--- src/rsi_pkg.sv ---
// ---------------------------------------------------------------------------
// Shared constants and types of the receive system interface
// ---------------------------------------------------------------------------
package rsi_pkg;

  // Number of line channels
  localparam int NCH = 2;
  // APB address width used by the decode
  localparam int AW = 8;

  // ---------------------------------------------------------------------------
  // Register map (byte addresses)
  // ---------------------------------------------------------------------------
  localparam logic [AW-1:0] CTRL0_OFS = 8'h00;  // Channel 1 configuration
  localparam logic [AW-1:0] CTRL1_OFS = 8'h04;  // Channel 2 configuration
  localparam logic [AW-1:0] GLOBAL_OFS = 8'h08; // Global control
  localparam logic [AW-1:0] STATUS_OFS = 8'h0c; // Live status, read only

  // Global control fields
  localparam int GLB_HW_MODE_BIT = 0;  // Hardware control mode, set by register write
  localparam logic GLB_RST = 1'b0;     // Reset value of global control

  // Status layout: one nibble per channel, interrupt request on top
  localparam int STAT_STRIDE = 4;
  localparam int STAT_IRQ_BIT = 31;

  // Receive operating mode
  typedef enum logic [1:0] {
    RXM_SR_SUBST = 2'b00,  // Single rail, HDB3 or B8ZS
    RXM_SR_AMI   = 2'b01,  // Single rail, AMI
    RXM_DR_CDR   = 2'b10,  // Dual rail, clock recovery on
    RXM_SLICER   = 2'b11   // Dual rail, clock recovery bypassed
  } rsi_rxmode_t;

  // Line code handed to the decoder
  typedef enum logic [1:0] {
    CODE_AMI  = 2'b00,
    CODE_HDB3 = 2'b01,
    CODE_B8ZS = 2'b10
  } rsi_code_t;

  // Per channel configuration word, bit 0 upward from rx_mode
  typedef struct packed {
    logic mclk_ref;       // Test patterns timed from master clock
    logic auto_all_ones;  // Automatic all-ones transmission
    logic prbs_tx;        // Pseudo-random pattern transmission
    logic all_ones;       // All-ones transmission
    logic exz_report;     // Report excess zeros on violation output
    logic tclk_miss_mask; // Mask transmit clock missing interrupt
    logic alarm_signal_enable;           // Alarm indication signalling enable
    logic invert;         // Present receive data inverted
    logic fall_edge;      // Launch receive data on falling edge
    logic b8zs;           // Substitution code is B8ZS, else HDB3
    rsi_rxmode_t rx_mode; // Receive operating mode
  } rsi_chan_cfg_t;

  localparam int CFG_W = 12;
  localparam rsi_chan_cfg_t CFG_RST = 12'h000;

  // Per channel live status
  typedef struct packed {
    logic mclk_lost;     // Master clock stopped
    logic tclk_missing;  // Transmit clock stuck
    logic los;           // Received signal lost
  } rsi_chan_stat_t;

  // ---------------------------------------------------------------------------
  // Timing
  // ---------------------------------------------------------------------------
  localparam int CLK_MHZ = 50;                 // System clock rate
  localparam int TCLK_MISS_MCLK = 70;          // Stuck limit in master clocks
  localparam int TCLK_CNT_W = 8;               // Counter width for that limit
  localparam int MCLK_LOST_NS = 2000;          // Master clock silence limit
  localparam int MCLK_LOST_CYC = (MCLK_LOST_NS * CLK_MHZ) / 1000;
  localparam int MCLK_CNT_W = 8;

  // Excess zero run lengths per code
  localparam int EXZ_AMI = 16;
  localparam int EXZ_HDB3 = 4;
  localparam int EXZ_B8ZS = 8;
  localparam int ZCNT_W = 5;

  // Decoder window depth in symbols
  localparam int WIN = 8;

endpackage

--- src/rsi_edge_watch.sv ---
`timescale 1ns/100ps
// ---------------------------------------------------------------------------
// Activity watchdog: flags a signal with no edge for more than LIMIT ticks
// ---------------------------------------------------------------------------
module rsi_edge_watch #(
  parameter int LIMIT = 70,
  parameter int CW = 8
) (
  input wire logic clk,      // System clock
  input wire logic resetn,   // Synchronous reset, active low
  input wire logic tick,     // One time unit elapsed
  input wire logic activity, // Edge seen on watched signal
  output logic missing       // Watched signal judged stuck
);

  localparam logic [CW-1:0] LIM = CW'(LIMIT);

  logic [CW-1:0] cnt_q; // Ticks since last edge
  logic missing_q;      // Registered verdict

  // Count ticks, restart on every edge, saturate past the limit
  always_ff @(posedge clk) begin
    if (!resetn) begin
      cnt_q <= '0;
    end else if (activity) begin
      cnt_q <= '0;
    end else if (tick && (cnt_q <= LIM)) begin
      cnt_q <= cnt_q + 1'b1;
    end
  end

  // Stuck once more than the limit has passed without an edge
  always_ff @(posedge clk) begin
    if (!resetn) begin
      missing_q <= 1'b0;
    end else begin
      missing_q <= (cnt_q > LIM) && !activity;
    end
  end

  assign missing = missing_q;

endmodule

--- src/rsi_line_decoder.sv ---
`timescale 1ns/100ps
// ---------------------------------------------------------------------------
// AMI / HDB3 / B8ZS decoder with violation and excess zero flags
// ---------------------------------------------------------------------------
module rsi_line_decoder (
  input wire logic clk,                 // System clock
  input wire logic resetn,              // Synchronous reset, active low
  input wire logic shift,               // One received symbol
  input wire logic sym_pos,             // Positive pulse
  input wire logic sym_neg,             // Negative pulse
  input wire rsi_pkg::rsi_code_t code,  // Line code in use
  input wire logic exz_en,              // Report excess zeros
  output logic dec_data,                // Decoded bit leaving window
  output logic dec_viol                 // Violation of that bit
);

  localparam int W = rsi_pkg::WIN;

  logic [W-1:0] wp_q, wn_q, vf_q;  // Window, index 0 newest
  logic last_pol_q;                // Polarity of last pulse
  logic seen_q;                    // Any pulse seen yet
  logic [rsi_pkg::ZCNT_W-1:0] zc_q; // Zero run length
  logic [W-1:0] wp_d, wn_d, vf_d;
  logic pulse, bpv, hdb3_sub, b8zs_sub, excess_zero_event;
  logic [rsi_pkg::ZCNT_W-1:0] zlim;

  // Window update with substitution removal
  always_comb begin
    pulse = sym_pos ^ sym_neg;
    bpv = pulse && seen_q && (sym_pos == last_pol_q);
    hdb3_sub = (code == rsi_pkg::CODE_HDB3) && bpv && !wp_q[0] && !wn_q[0] && !wp_q[1] && !wn_q[1];
    unique case (code)
      rsi_pkg::CODE_HDB3: zlim = rsi_pkg::ZCNT_W'(rsi_pkg::EXZ_HDB3);
      rsi_pkg::CODE_B8ZS: zlim = rsi_pkg::ZCNT_W'(rsi_pkg::EXZ_B8ZS);
      default: zlim = rsi_pkg::ZCNT_W'(rsi_pkg::EXZ_AMI);
    endcase
    excess_zero_event = !pulse && (zc_q == zlim - 1'b1);
    wp_d = {wp_q[W-2:0], sym_pos & pulse};
    wn_d = {wn_q[W-2:0], sym_neg & pulse};
    vf_d = {vf_q[W-2:0], (bpv && !hdb3_sub) || (excess_zero_event && exz_en)};
    if (hdb3_sub) begin
      wp_d[3:0] = '0;
      wn_d[3:0] = '0;
    end
    // B8ZS pattern 000VB0VB
    b8zs_sub = (code == rsi_pkg::CODE_B8ZS) && ((wp_d[7:5] | wn_d[7:5]) == '0) && !wp_d[2] && !wn_d[2]
               && (wp_d[4] ^ wn_d[4]) && (wp_d[3] == wn_d[4]) && (wn_d[3] == wp_d[4])
               && (wp_d[1] == wp_d[3]) && (wn_d[1] == wn_d[3]) && (wp_d[0] == wp_d[4]) && (wn_d[0] == wn_d[4]);
    if (b8zs_sub) begin
      wp_d[4:0] = '0;
      wn_d[4:0] = '0;
      vf_d[4:0] = '0;
    end
  end

  always_ff @(posedge clk) begin
    if (!resetn) begin
      wp_q <= '0;
      wn_q <= '0;
      vf_q <= '0;
      last_pol_q <= 1'b0;
      seen_q <= 1'b0;
      zc_q <= '0;
      dec_data <= 1'b0;
      dec_viol <= 1'b0;
    end else if (shift) begin
      wp_q <= wp_d;
      wn_q <= wn_d;
      vf_q <= vf_d;
      if (pulse) begin
        last_pol_q <= sym_pos;
        seen_q <= 1'b1;
        zc_q <= '0;
      end else if (zc_q != zlim) begin
        zc_q <= zc_q + 1'b1;
      end
      dec_data <= wp_q[W-1] | wn_q[W-1];
      dec_viol <= vf_q[W-1];
    end
  end

endmodule

--- src/rsi_receive_system_interface.sv ---
// Overview of operation
// - Transmit clock stuck over 70 master clocks
// - Unmasked stuck transmit clock raises interrupt
// - Single rail outputs NRZ received data
// - Single rail decodes AMI, HDB3 or B8ZS
// - Violation output high one receive clock
// - Substitution codes flag code violations
// - AMI flags bipolar violations
// - Hardware mode always reports excess zeros
// - Dual rail retimed NRZ or raw RZ
// - Data launched on selectable clock edge
// - Receive data polarity selectable
// - Receive clock at line rate
// - Loss with alarm enable uses master clock
// - Recovery mode outputs recovered line clock
// - Bypass clock is XOR of rails
// - Master clock is the timing reference
// - Selected master clock times test patterns
// - Automatic all-ones and alarm use master clock
// - Hardware mode patterns use master clock
// - Master clock loss tristates line drivers
// - Loss output high while signal lost
// - Loss output clears by itself
`timescale 1ns/100ps
module rsi_receive_system_interface #(
  parameter int NCH = rsi_pkg::NCH
) (
  input wire logic clk,                      // System clock, 50 MHz
  input wire logic resetn,                   // Synchronous reset, active low
  input wire logic [rsi_pkg::AW-1:0] paddr,  // APB address
  input wire logic psel,                     // APB select
  input wire logic penable,                  // APB enable
  input wire logic pwrite,                   // APB direction
  input wire logic [31:0] pwdata,            // APB write data
  output logic [31:0] prdata,                // APB read data
  output logic pready,                       // APB ready
  output logic pslverr,                      // APB error
  input wire logic mclk,                     // Master clock pin
  input wire logic [NCH-1:0] tx_clock_in,    // Transmit clock pins
  input wire logic [NCH-1:0] rx_rec_clk,     // Clock from recovery unit
  input wire logic [NCH-1:0] rx_slice_pos,   // Positive slicer output
  input wire logic [NCH-1:0] rx_slice_neg,   // Negative slicer output
  input wire logic [NCH-1:0] los_detect,     // Loss detector verdict
  output logic [NCH-1:0] rx_nrz_data,        // Data, or positive rail
  output logic [NCH-1:0] rx_violation_flag,  // Violation, or negative rail
  output logic [NCH-1:0] rx_clock_out,       // Receive clock
  output logic [NCH-1:0] signal_lost_out,    // Loss of signal
  output logic [NCH-1:0] tx_line_oe,         // Line driver enable
  output logic [NCH-1:0] tx_ref_tick,        // Transmit timing tick
  output logic irq                           // Interrupt request
);

  // ---------------------------------------------------------------------------
  // Input synchronisers
  // ---------------------------------------------------------------------------
  localparam int SW = 1 + 5 * NCH;

  logic [SW-1:0] sync_in;  // Raw pin vector
  logic [SW-1:0] s1_q;     // First stage, read only by s2
  logic [SW-1:0] s2_q;     // Second stage, safe to use
  logic [SW-1:0] s3_q;     // Delayed copy for edge detection

  assign sync_in = {mclk, tx_clock_in, rx_rec_clk, rx_slice_pos, rx_slice_neg, los_detect};

  // Two flop synchroniser plus edge history
  always_ff @(posedge clk) begin
    if (!resetn) begin
      s1_q <= '0;
      s2_q <= '0;
      s3_q <= '0;
    end else begin
      s1_q <= sync_in;
      s2_q <= s1_q;
      s3_q <= s2_q;
    end
  end

  // Field views of the synchronised vector
  logic mclk_s, mclk_rise;
  logic [NCH-1:0] tclk_s, tclk_edge, tclk_rise, rec_s, pos_s, neg_s, los_s;

  assign mclk_s = s2_q[SW-1];
  assign mclk_rise = s2_q[SW-1] & ~s3_q[SW-1];
  assign tclk_s = s2_q[5*NCH-1 -: NCH];
  assign tclk_edge = s2_q[5*NCH-1 -: NCH] ^ s3_q[5*NCH-1 -: NCH];
  assign tclk_rise = s2_q[5*NCH-1 -: NCH] & ~s3_q[5*NCH-1 -: NCH];
  assign rec_s = s2_q[4*NCH-1 -: NCH];
  assign pos_s = s2_q[3*NCH-1 -: NCH];
  assign neg_s = s2_q[2*NCH-1 -: NCH];
  assign los_s = s2_q[NCH-1 -: NCH];

  // ---------------------------------------------------------------------------
  // Register file
  // ---------------------------------------------------------------------------
  rsi_pkg::rsi_chan_cfg_t ctrl_q [NCH];  // Per channel configuration
  logic hw_mode_q;                       // Hardware control mode
  rsi_pkg::rsi_chan_stat_t stat [NCH];   // Per channel live status
  logic [NCH-1:0] irq_src;               // Unmasked stuck clocks
  logic wr_en, rd_en, addr_ok;

  assign wr_en = psel & penable & pwrite;
  assign rd_en = psel & penable & ~pwrite;
  assign addr_ok = (paddr == rsi_pkg::CTRL0_OFS) || (paddr == rsi_pkg::CTRL1_OFS) ||
                   (paddr == rsi_pkg::GLOBAL_OFS) || (paddr == rsi_pkg::STATUS_OFS);

  // Zero wait slave
  assign pready = 1'b1;
  // Unmapped addresses answer with an error
  assign pslverr = psel & penable & ~addr_ok;

  // Configuration writes
  always_ff @(posedge clk) begin
    if (!resetn) begin
      for (int c = 0; c < NCH; c++) begin
        ctrl_q[c] <= rsi_pkg::CFG_RST;
      end
    end else if (wr_en) begin
      if (paddr == rsi_pkg::CTRL0_OFS) begin
        ctrl_q[0] <= pwdata[rsi_pkg::CFG_W-1:0];
      end
      if (paddr == rsi_pkg::CTRL1_OFS) begin
        ctrl_q[1] <= pwdata[rsi_pkg::CFG_W-1:0];
      end
    end
  end

  // Global control write
  always_ff @(posedge clk) begin
    if (!resetn) begin
      hw_mode_q <= rsi_pkg::GLB_RST;
    end else if (wr_en && (paddr == rsi_pkg::GLOBAL_OFS)) begin
      hw_mode_q <= pwdata[rsi_pkg::GLB_HW_MODE_BIT];
    end
  end

  // Read multiplexer
  always_comb begin
    prdata = '0;
    if (rd_en) begin
      unique case (paddr)
        rsi_pkg::CTRL0_OFS: prdata[rsi_pkg::CFG_W-1:0] = ctrl_q[0];
        rsi_pkg::CTRL1_OFS: prdata[rsi_pkg::CFG_W-1:0] = ctrl_q[1];
        rsi_pkg::GLOBAL_OFS: prdata[rsi_pkg::GLB_HW_MODE_BIT] = hw_mode_q;
        rsi_pkg::STATUS_OFS: begin
          for (int c = 0; c < NCH; c++) begin
            prdata[c*rsi_pkg::STAT_STRIDE +: 3] = stat[c];
          end
          prdata[rsi_pkg::STAT_IRQ_BIT] = irq;
        end
        default: prdata = '0;
      endcase
    end
  end

  // ---------------------------------------------------------------------------
  // Master clock watchdog
  // ---------------------------------------------------------------------------
  logic mclk_lost;  // No master clock edge for too long

  rsi_edge_watch #(
    .LIMIT(rsi_pkg::MCLK_LOST_CYC),
    .CW(rsi_pkg::MCLK_CNT_W)
  ) u_mclk_watch (
    .clk(clk),
    .resetn(resetn),
    .tick(1'b1),
    .activity(mclk_rise),
    .missing(mclk_lost)
  );

  assign irq = |irq_src;

  // ---------------------------------------------------------------------------
  // Per channel datapath
  // ---------------------------------------------------------------------------
  // independent channels
  for (genvar i = 0; i < NCH; i++) begin : g_ch
    rsi_pkg::rsi_chan_cfg_t cfg;
    logic single_rail, slicer, ais_clk, src_clk, act_edge;
    logic rck_q, d0_q, d1_q, los_q, tick_q, oe_q;
    logic tclk_missing, mclk_timed, dec_data, dec_viol;
    rsi_pkg::rsi_code_t code;

    assign cfg = ctrl_q[i];
    assign single_rail = ~cfg.rx_mode[1];
    assign slicer = (cfg.rx_mode == rsi_pkg::RXM_SLICER);
    assign ais_clk = los_s[i] & cfg.alarm_signal_enable;

    // Receive clock source selection
    always_comb begin
      if (ais_clk) begin
        src_clk = mclk_s;
      end else if (slicer) begin
        src_clk = pos_s[i] ^ neg_s[i];
      end else begin
        src_clk = rec_s[i];
      end
    end

    assign act_edge = cfg.fall_edge ? (rck_q & ~src_clk) : (~rck_q & src_clk);

    // Registered receive clock output
    always_ff @(posedge clk) begin
      if (!resetn) begin
        rck_q <= 1'b0;
      end else begin
        rck_q <= src_clk;
      end
    end

    // Decoder code choice
    always_comb begin
      if (cfg.rx_mode == rsi_pkg::RXM_SR_AMI) begin
        code = rsi_pkg::CODE_AMI;
      end else if (cfg.b8zs) begin
        code = rsi_pkg::CODE_B8ZS;
      end else begin
        code = rsi_pkg::CODE_HDB3;
      end
    end

    // Line decoder, one symbol per active edge
    rsi_line_decoder u_dec (
      .clk(clk),
      .resetn(resetn),
      .shift(act_edge & single_rail & ~ais_clk),
      .sym_pos(pos_s[i]),
      .sym_neg(neg_s[i]),
      .code(code),
      .exz_en(hw_mode_q | cfg.exz_report),
      .dec_data(dec_data),
      .dec_viol(dec_viol)
    );

    // Output data, launched together with the clock edge
    always_ff @(posedge clk) begin
      if (!resetn) begin
        d0_q <= 1'b0;
        d1_q <= 1'b0;
      end else if (slicer && !ais_clk) begin
        d0_q <= pos_s[i] ^ cfg.invert;
        d1_q <= neg_s[i] ^ cfg.invert;
      end else if (act_edge) begin
        if (ais_clk) begin
          // Alarm indication: all ones
          d0_q <= ~cfg.invert;
          d1_q <= single_rail ? 1'b0 : cfg.invert;
        end else if (single_rail) begin
          d0_q <= dec_data ^ cfg.invert;
          d1_q <= dec_viol;
        end else begin
          d0_q <= pos_s[i] ^ cfg.invert;
          d1_q <= neg_s[i] ^ cfg.invert;
        end
      end
    end

    always_ff @(posedge clk) begin
      if (!resetn) begin
        los_q <= 1'b0;
      end else begin
        los_q <= los_s[i];
      end
    end

    rsi_edge_watch #(
      .LIMIT(rsi_pkg::TCLK_MISS_MCLK),
      .CW(rsi_pkg::TCLK_CNT_W)
    ) u_tclk_watch (
      .clk(clk),
      .resetn(resetn),
      .tick(mclk_rise),
      .activity(tclk_edge[i]),
      .missing(tclk_missing)
    );

    assign mclk_timed = cfg.auto_all_ones | ais_clk | ((cfg.mclk_ref | hw_mode_q) & (cfg.all_ones | cfg.prbs_tx));

    // Transmit timing tick from chosen reference
    always_ff @(posedge clk) begin
      if (!resetn) begin
        tick_q <= 1'b0;
      end else begin
        tick_q <= mclk_timed ? mclk_rise : tclk_rise[i];
      end
    end

    always_ff @(posedge clk) begin
      if (!resetn) begin
        oe_q <= 1'b0;
      end else begin
        oe_q <= ~mclk_lost;
      end
    end

    assign stat[i] = '{mclk_lost: mclk_lost, tclk_missing: tclk_missing, los: los_q};
    assign irq_src[i] = tclk_missing & ~cfg.tclk_miss_mask;
    assign rx_nrz_data[i] = d0_q;
    assign rx_violation_flag[i] = d1_q;
    assign rx_clock_out[i] = rck_q;
    assign signal_lost_out[i] = los_q;
    assign tx_line_oe[i] = oe_q;
    assign tx_ref_tick[i] = tick_q;
  end

endmodule

--- config.mk ---
export PLATFORM = sky130hd
export DESIGN_NAME = rsi_receive_system_interface
export DESIGN_NICKNAME = d
export VERILOG_FILES = /design/src/rsi_pkg.sv /design/src/rsi_edge_watch.sv /design/src/rsi_line_decoder.sv /design/src/rsi_receive_system_interface.sv
export SDC_FILE = /design/constraint.sdc
export NUM_CORES = 1
export LEC_CHECK = 0
export BUFFER_PORTS_ARGS = -buffer_cell sky130_fd_sc_hd__buf_2
export CAP_MARGIN = 15
export CORE_MARGIN = 1.5
export CORE_UTILIZATION = 55
export DETAILED_ROUTE_END_ITERATION = 10
export HOLD_SLACK_MARGIN = 0.1
export PLACE_DENSITY = 0.75
export SLEW_MARGIN = 5
export SYNTH_ARGS = -nofsm -noshare
export SYNTH_HDL_FRONTEND = slang
export SYNTH_SLANG_ARGS = --single-unit
--- constraint.sdc ---
create_clock -name clk -period 5.9 [get_ports clk]
set_input_delay 0.885 -clock clk [delete_from_list [all_inputs] [get_ports clk]]
set_output_delay 0.885 -clock clk [all_outputs]
set_load 0.02 [all_outputs]
==> run metrics <==
Core Region 0.0132 sq mm; CTS tree built; gr ovfl total 0; Crit-path slowest cell or3_1; Synth Cell Area between 0.007 and 0.008 sq mm; 1st-pass router iterations 5; CP Launch Point paddr[7]; pwr dens approximately 280 mW/mm^2; Antenna Nets Post-Route 0; num ports 103; R2R Path Start ctrl_q[0][13]; Mapped Cells 802; switch share 0.244; Final Critical Period 3.53 ns; starting density of the core 0.560; Async SR Flop Fraction 0; worst skew pair latency about 0.42 ns; antenna fix cells 0; slowest cell delay on critical path 0.54 ns; Syn Area/Cell around 9 sq um; critical path peak fanout 7; clk slew on worst S/H paths 0.06 ns; Yosys cell types 68; Final Hold Vio Count 0; Synth area leaders dfxtp_1, edfxtp_1, and2_1; Worst Setup EP prdata[3]; WL/cell 15.4 um; Leak 3.14 nW; DIE AREA 0.0141 sq mm; drt drc 0; Die X between 100 and 150 um; P&R area growth vs syn 10.6%; fmax 283 MHz; main flop type after synthesis dfxtp_1; setup TNS 0 ns; clock root buffer clkbuf_16; Switch Pwr about 0.56 mW; clock skew after layout slightly below 0.01 ns; # Post-CTS Setup Buffers 0; post-synth top area share 0.352; placed cell area 0.00760 sq mm; row count 42; final WL 15.8 mm; top cells by instance count after synthesis dfxtp_1, nor2_1, nand2_1, and2_1, a21oi_1; clk sinks 154; DP HPWL approximately 11 mm; Total GRT Usage 0.231; via count approximately 5800; gpl congestion ~0.84; Final Max Tran Viols 0; Peak VDD IR 0.241 mV; # hold bufs at CTS 0; HP Class reg -> reg; CP Cell Sequence buf_2, nor2_1, nand3_1, or3_1, or2_0, nor2_1, buf_2; EDFF count, synth 24; Clock Tree Buf Depth 2; Crit path max-delay family simple AND/OR/NAND/NOR gates; Slew @ Worst Pin approximately 1.1 ns; CP Class in -> out; Critical Path RT 5.02 ns; multi-input logic area 0.00361 sq mm; # setup viols final 0; Final #Nets ~910; most common cell in the netlist dfxtp_1; drt initial violations 373; Final Cell Area 0.00817 sq mm; first-pass GRT wire length 26.4 mm; Yosys Warn Count 0; Die Height 119 um; vias per std cell 5.62; Slew Limit Headroom 0.270; setup repair after global routing missed its margin false; critical path depth 7; Synth area leader dfxtp_1; port buffer count 62; Sequential Power Share 0.488; reg2reg end g_ch[1].u_dec.zc_q[2]; Gate power share 0.070; buffers plus inverters on the worst setup path 2; Worst EP arrival 2.65 ns; Inserted Clock Buffers 17; Internal 1.73 mW; Clk pwr share 0.442; initial antenna violation count 0; fin crit share 0.599; hold depth 1; FF-to-FF setup slack 3.29 ns; largest net degree at the start of global routing 47; CP startpoint kind input pin; Yosys reg bits roughly 150; Fill cells 1096; Reg area 0.00332 sq mm; # Max-Cap Violations 0; R2R cell count 8; register area share after synthesis 0.450; status finished clean; layout cells sized above 1 0.138; H-tree levels 4; vias in the first global route 5549; post-cts resize count 0; endpoint class of the critical path output port
-- metrics by stage --
stage          total power, mW  hold WS [ns]   util  setup slack [ns]  std cells
2_1_floorplan             1.26         0.393      -              2.73        820
3_3_place_gp              1.29         0.416  0.576              2.34        991
3_5_place_dp              1.29         0.419  0.576              2.22        991
4_1_cts                   2.30         0.431  0.618              2.37       1023
5_1_grt                   2.37         0.450  0.619              2.18       1024
6_report                  2.29         0.432  0.619              2.37       1024
-- area by class of cell --
cell class	instances	share of cell area
clock buffers	18	0.0526
clock inverters	14	0.0155
inverters	27	0.0124
multi-input cells	568	0.443
flip-flops and latches	154	0.407
well taps	176	0.0270
repair buffers	67	0.0431
-- how the worst min path moves through the flow --
stage          slack, ns                 start            to
6_report            0.43               s1_q[2]       s2_q[2]
5_1_grt             0.45               s1_q[2]       s2_q[2]
3_5_place_dp        0.42               s1_q[2]       s2_q[2]
4_1_cts             0.43               s1_q[2]       s2_q[2]
2_1_floorplan       0.39  u_mclk_watch.missing  g_ch[1].oe_q
3_3_place_gp        0.42               s1_q[3]       s2_q[3]
-- placed cells by master (no fill, tap or decap), types with 5 or more instances in the layout --
master	instances
ha_1	20
nand2_1	64
and2_1	55
nor2b_1	5
clkbuf_16	17
nor4b_1	8
xnor2_1	22
nand4_1	13
or4_1	5
a31oi_1	12
nor2_1	72
conb_1	20
o21ai_0	24
a211oi_1	7
mux2i_1	20
clkinvlp_4	5
dfxtp_1	130
nor3b_1	18
nand3_1	13
nor4bb_1	5
nor3_1	27
inv_1	26
and3_1	18
buf_2	62
a21boi_1	5
a21oi_1	36
o21a_1	26
edfxtp_1	24
nor4_1	8
-- power groups by stage --
| stage | Clock [mW] | Sequential (mW) | Combinational, mW |
|---|---|---|---|
| after global routing | 1.08 | 1.12 | 0.176 |
| after detailed placement | 0 | 1.14 | 0.157 |
| after CTS | 1.03 | 1.12 | 0.158 |
| after floorplan | 0 | 1.13 | 0.137 |
| after global placement | 0 | 1.14 | 0.152 |
| final | 1.01 | 1.12 | 0.159 |
-- flip-flops by register name (all words and copies together), names as in the netlist, 10 cells and up --
name / flops
s1_q: 11
g_ch.u_dec.vf_q: 16
g_ch.u_dec.zc_q: 10
g_ch.u_tclk_watch.cnt_q: 16
g_ch.u_dec.wn_q: 16
ctrl_q: 24
s2_q: 11
g_ch.u_dec.wp_q: 16
-- metal layers --
metal	global-route usage	up-vias	share of wire	wire, um
met5	0	-	0	0
met1	0.304	2724	0.46	7270
met4	0.0896	0	0.019	298
met2	0.374	169	0.47	7480
met3	0.0508	26	0.045	710
li1	-	2838	-	-
-- kinds of logic after synthesis --
group / Yosys count / share of synthesized area
and+or+nand+nor: 336 / 0.253
adders and majority gates: 20 / 0.0339
muxes: 21 / 0.0291
other: 2 / 0.00102
AOI/OAI and AO/OA: 145 / 0.132
DFF: 154 / 0.450
buffers and inverters: 98 / 0.0707
xor gates and xnor gates: 26 / 0.0308
-- worst reg2reg max path, cell delays in order, from the launching register on --
cell      delay (ns)
edfxtp_1        0.69
nand2b_4        0.27
nand2b_1        0.15
ha_1            0.23
xnor2_1         0.24
nand4_1         0.17
a211o_1         0.35
and4_1          0.23
o21a_1          0.17
(Power assumes the default switching activity.)
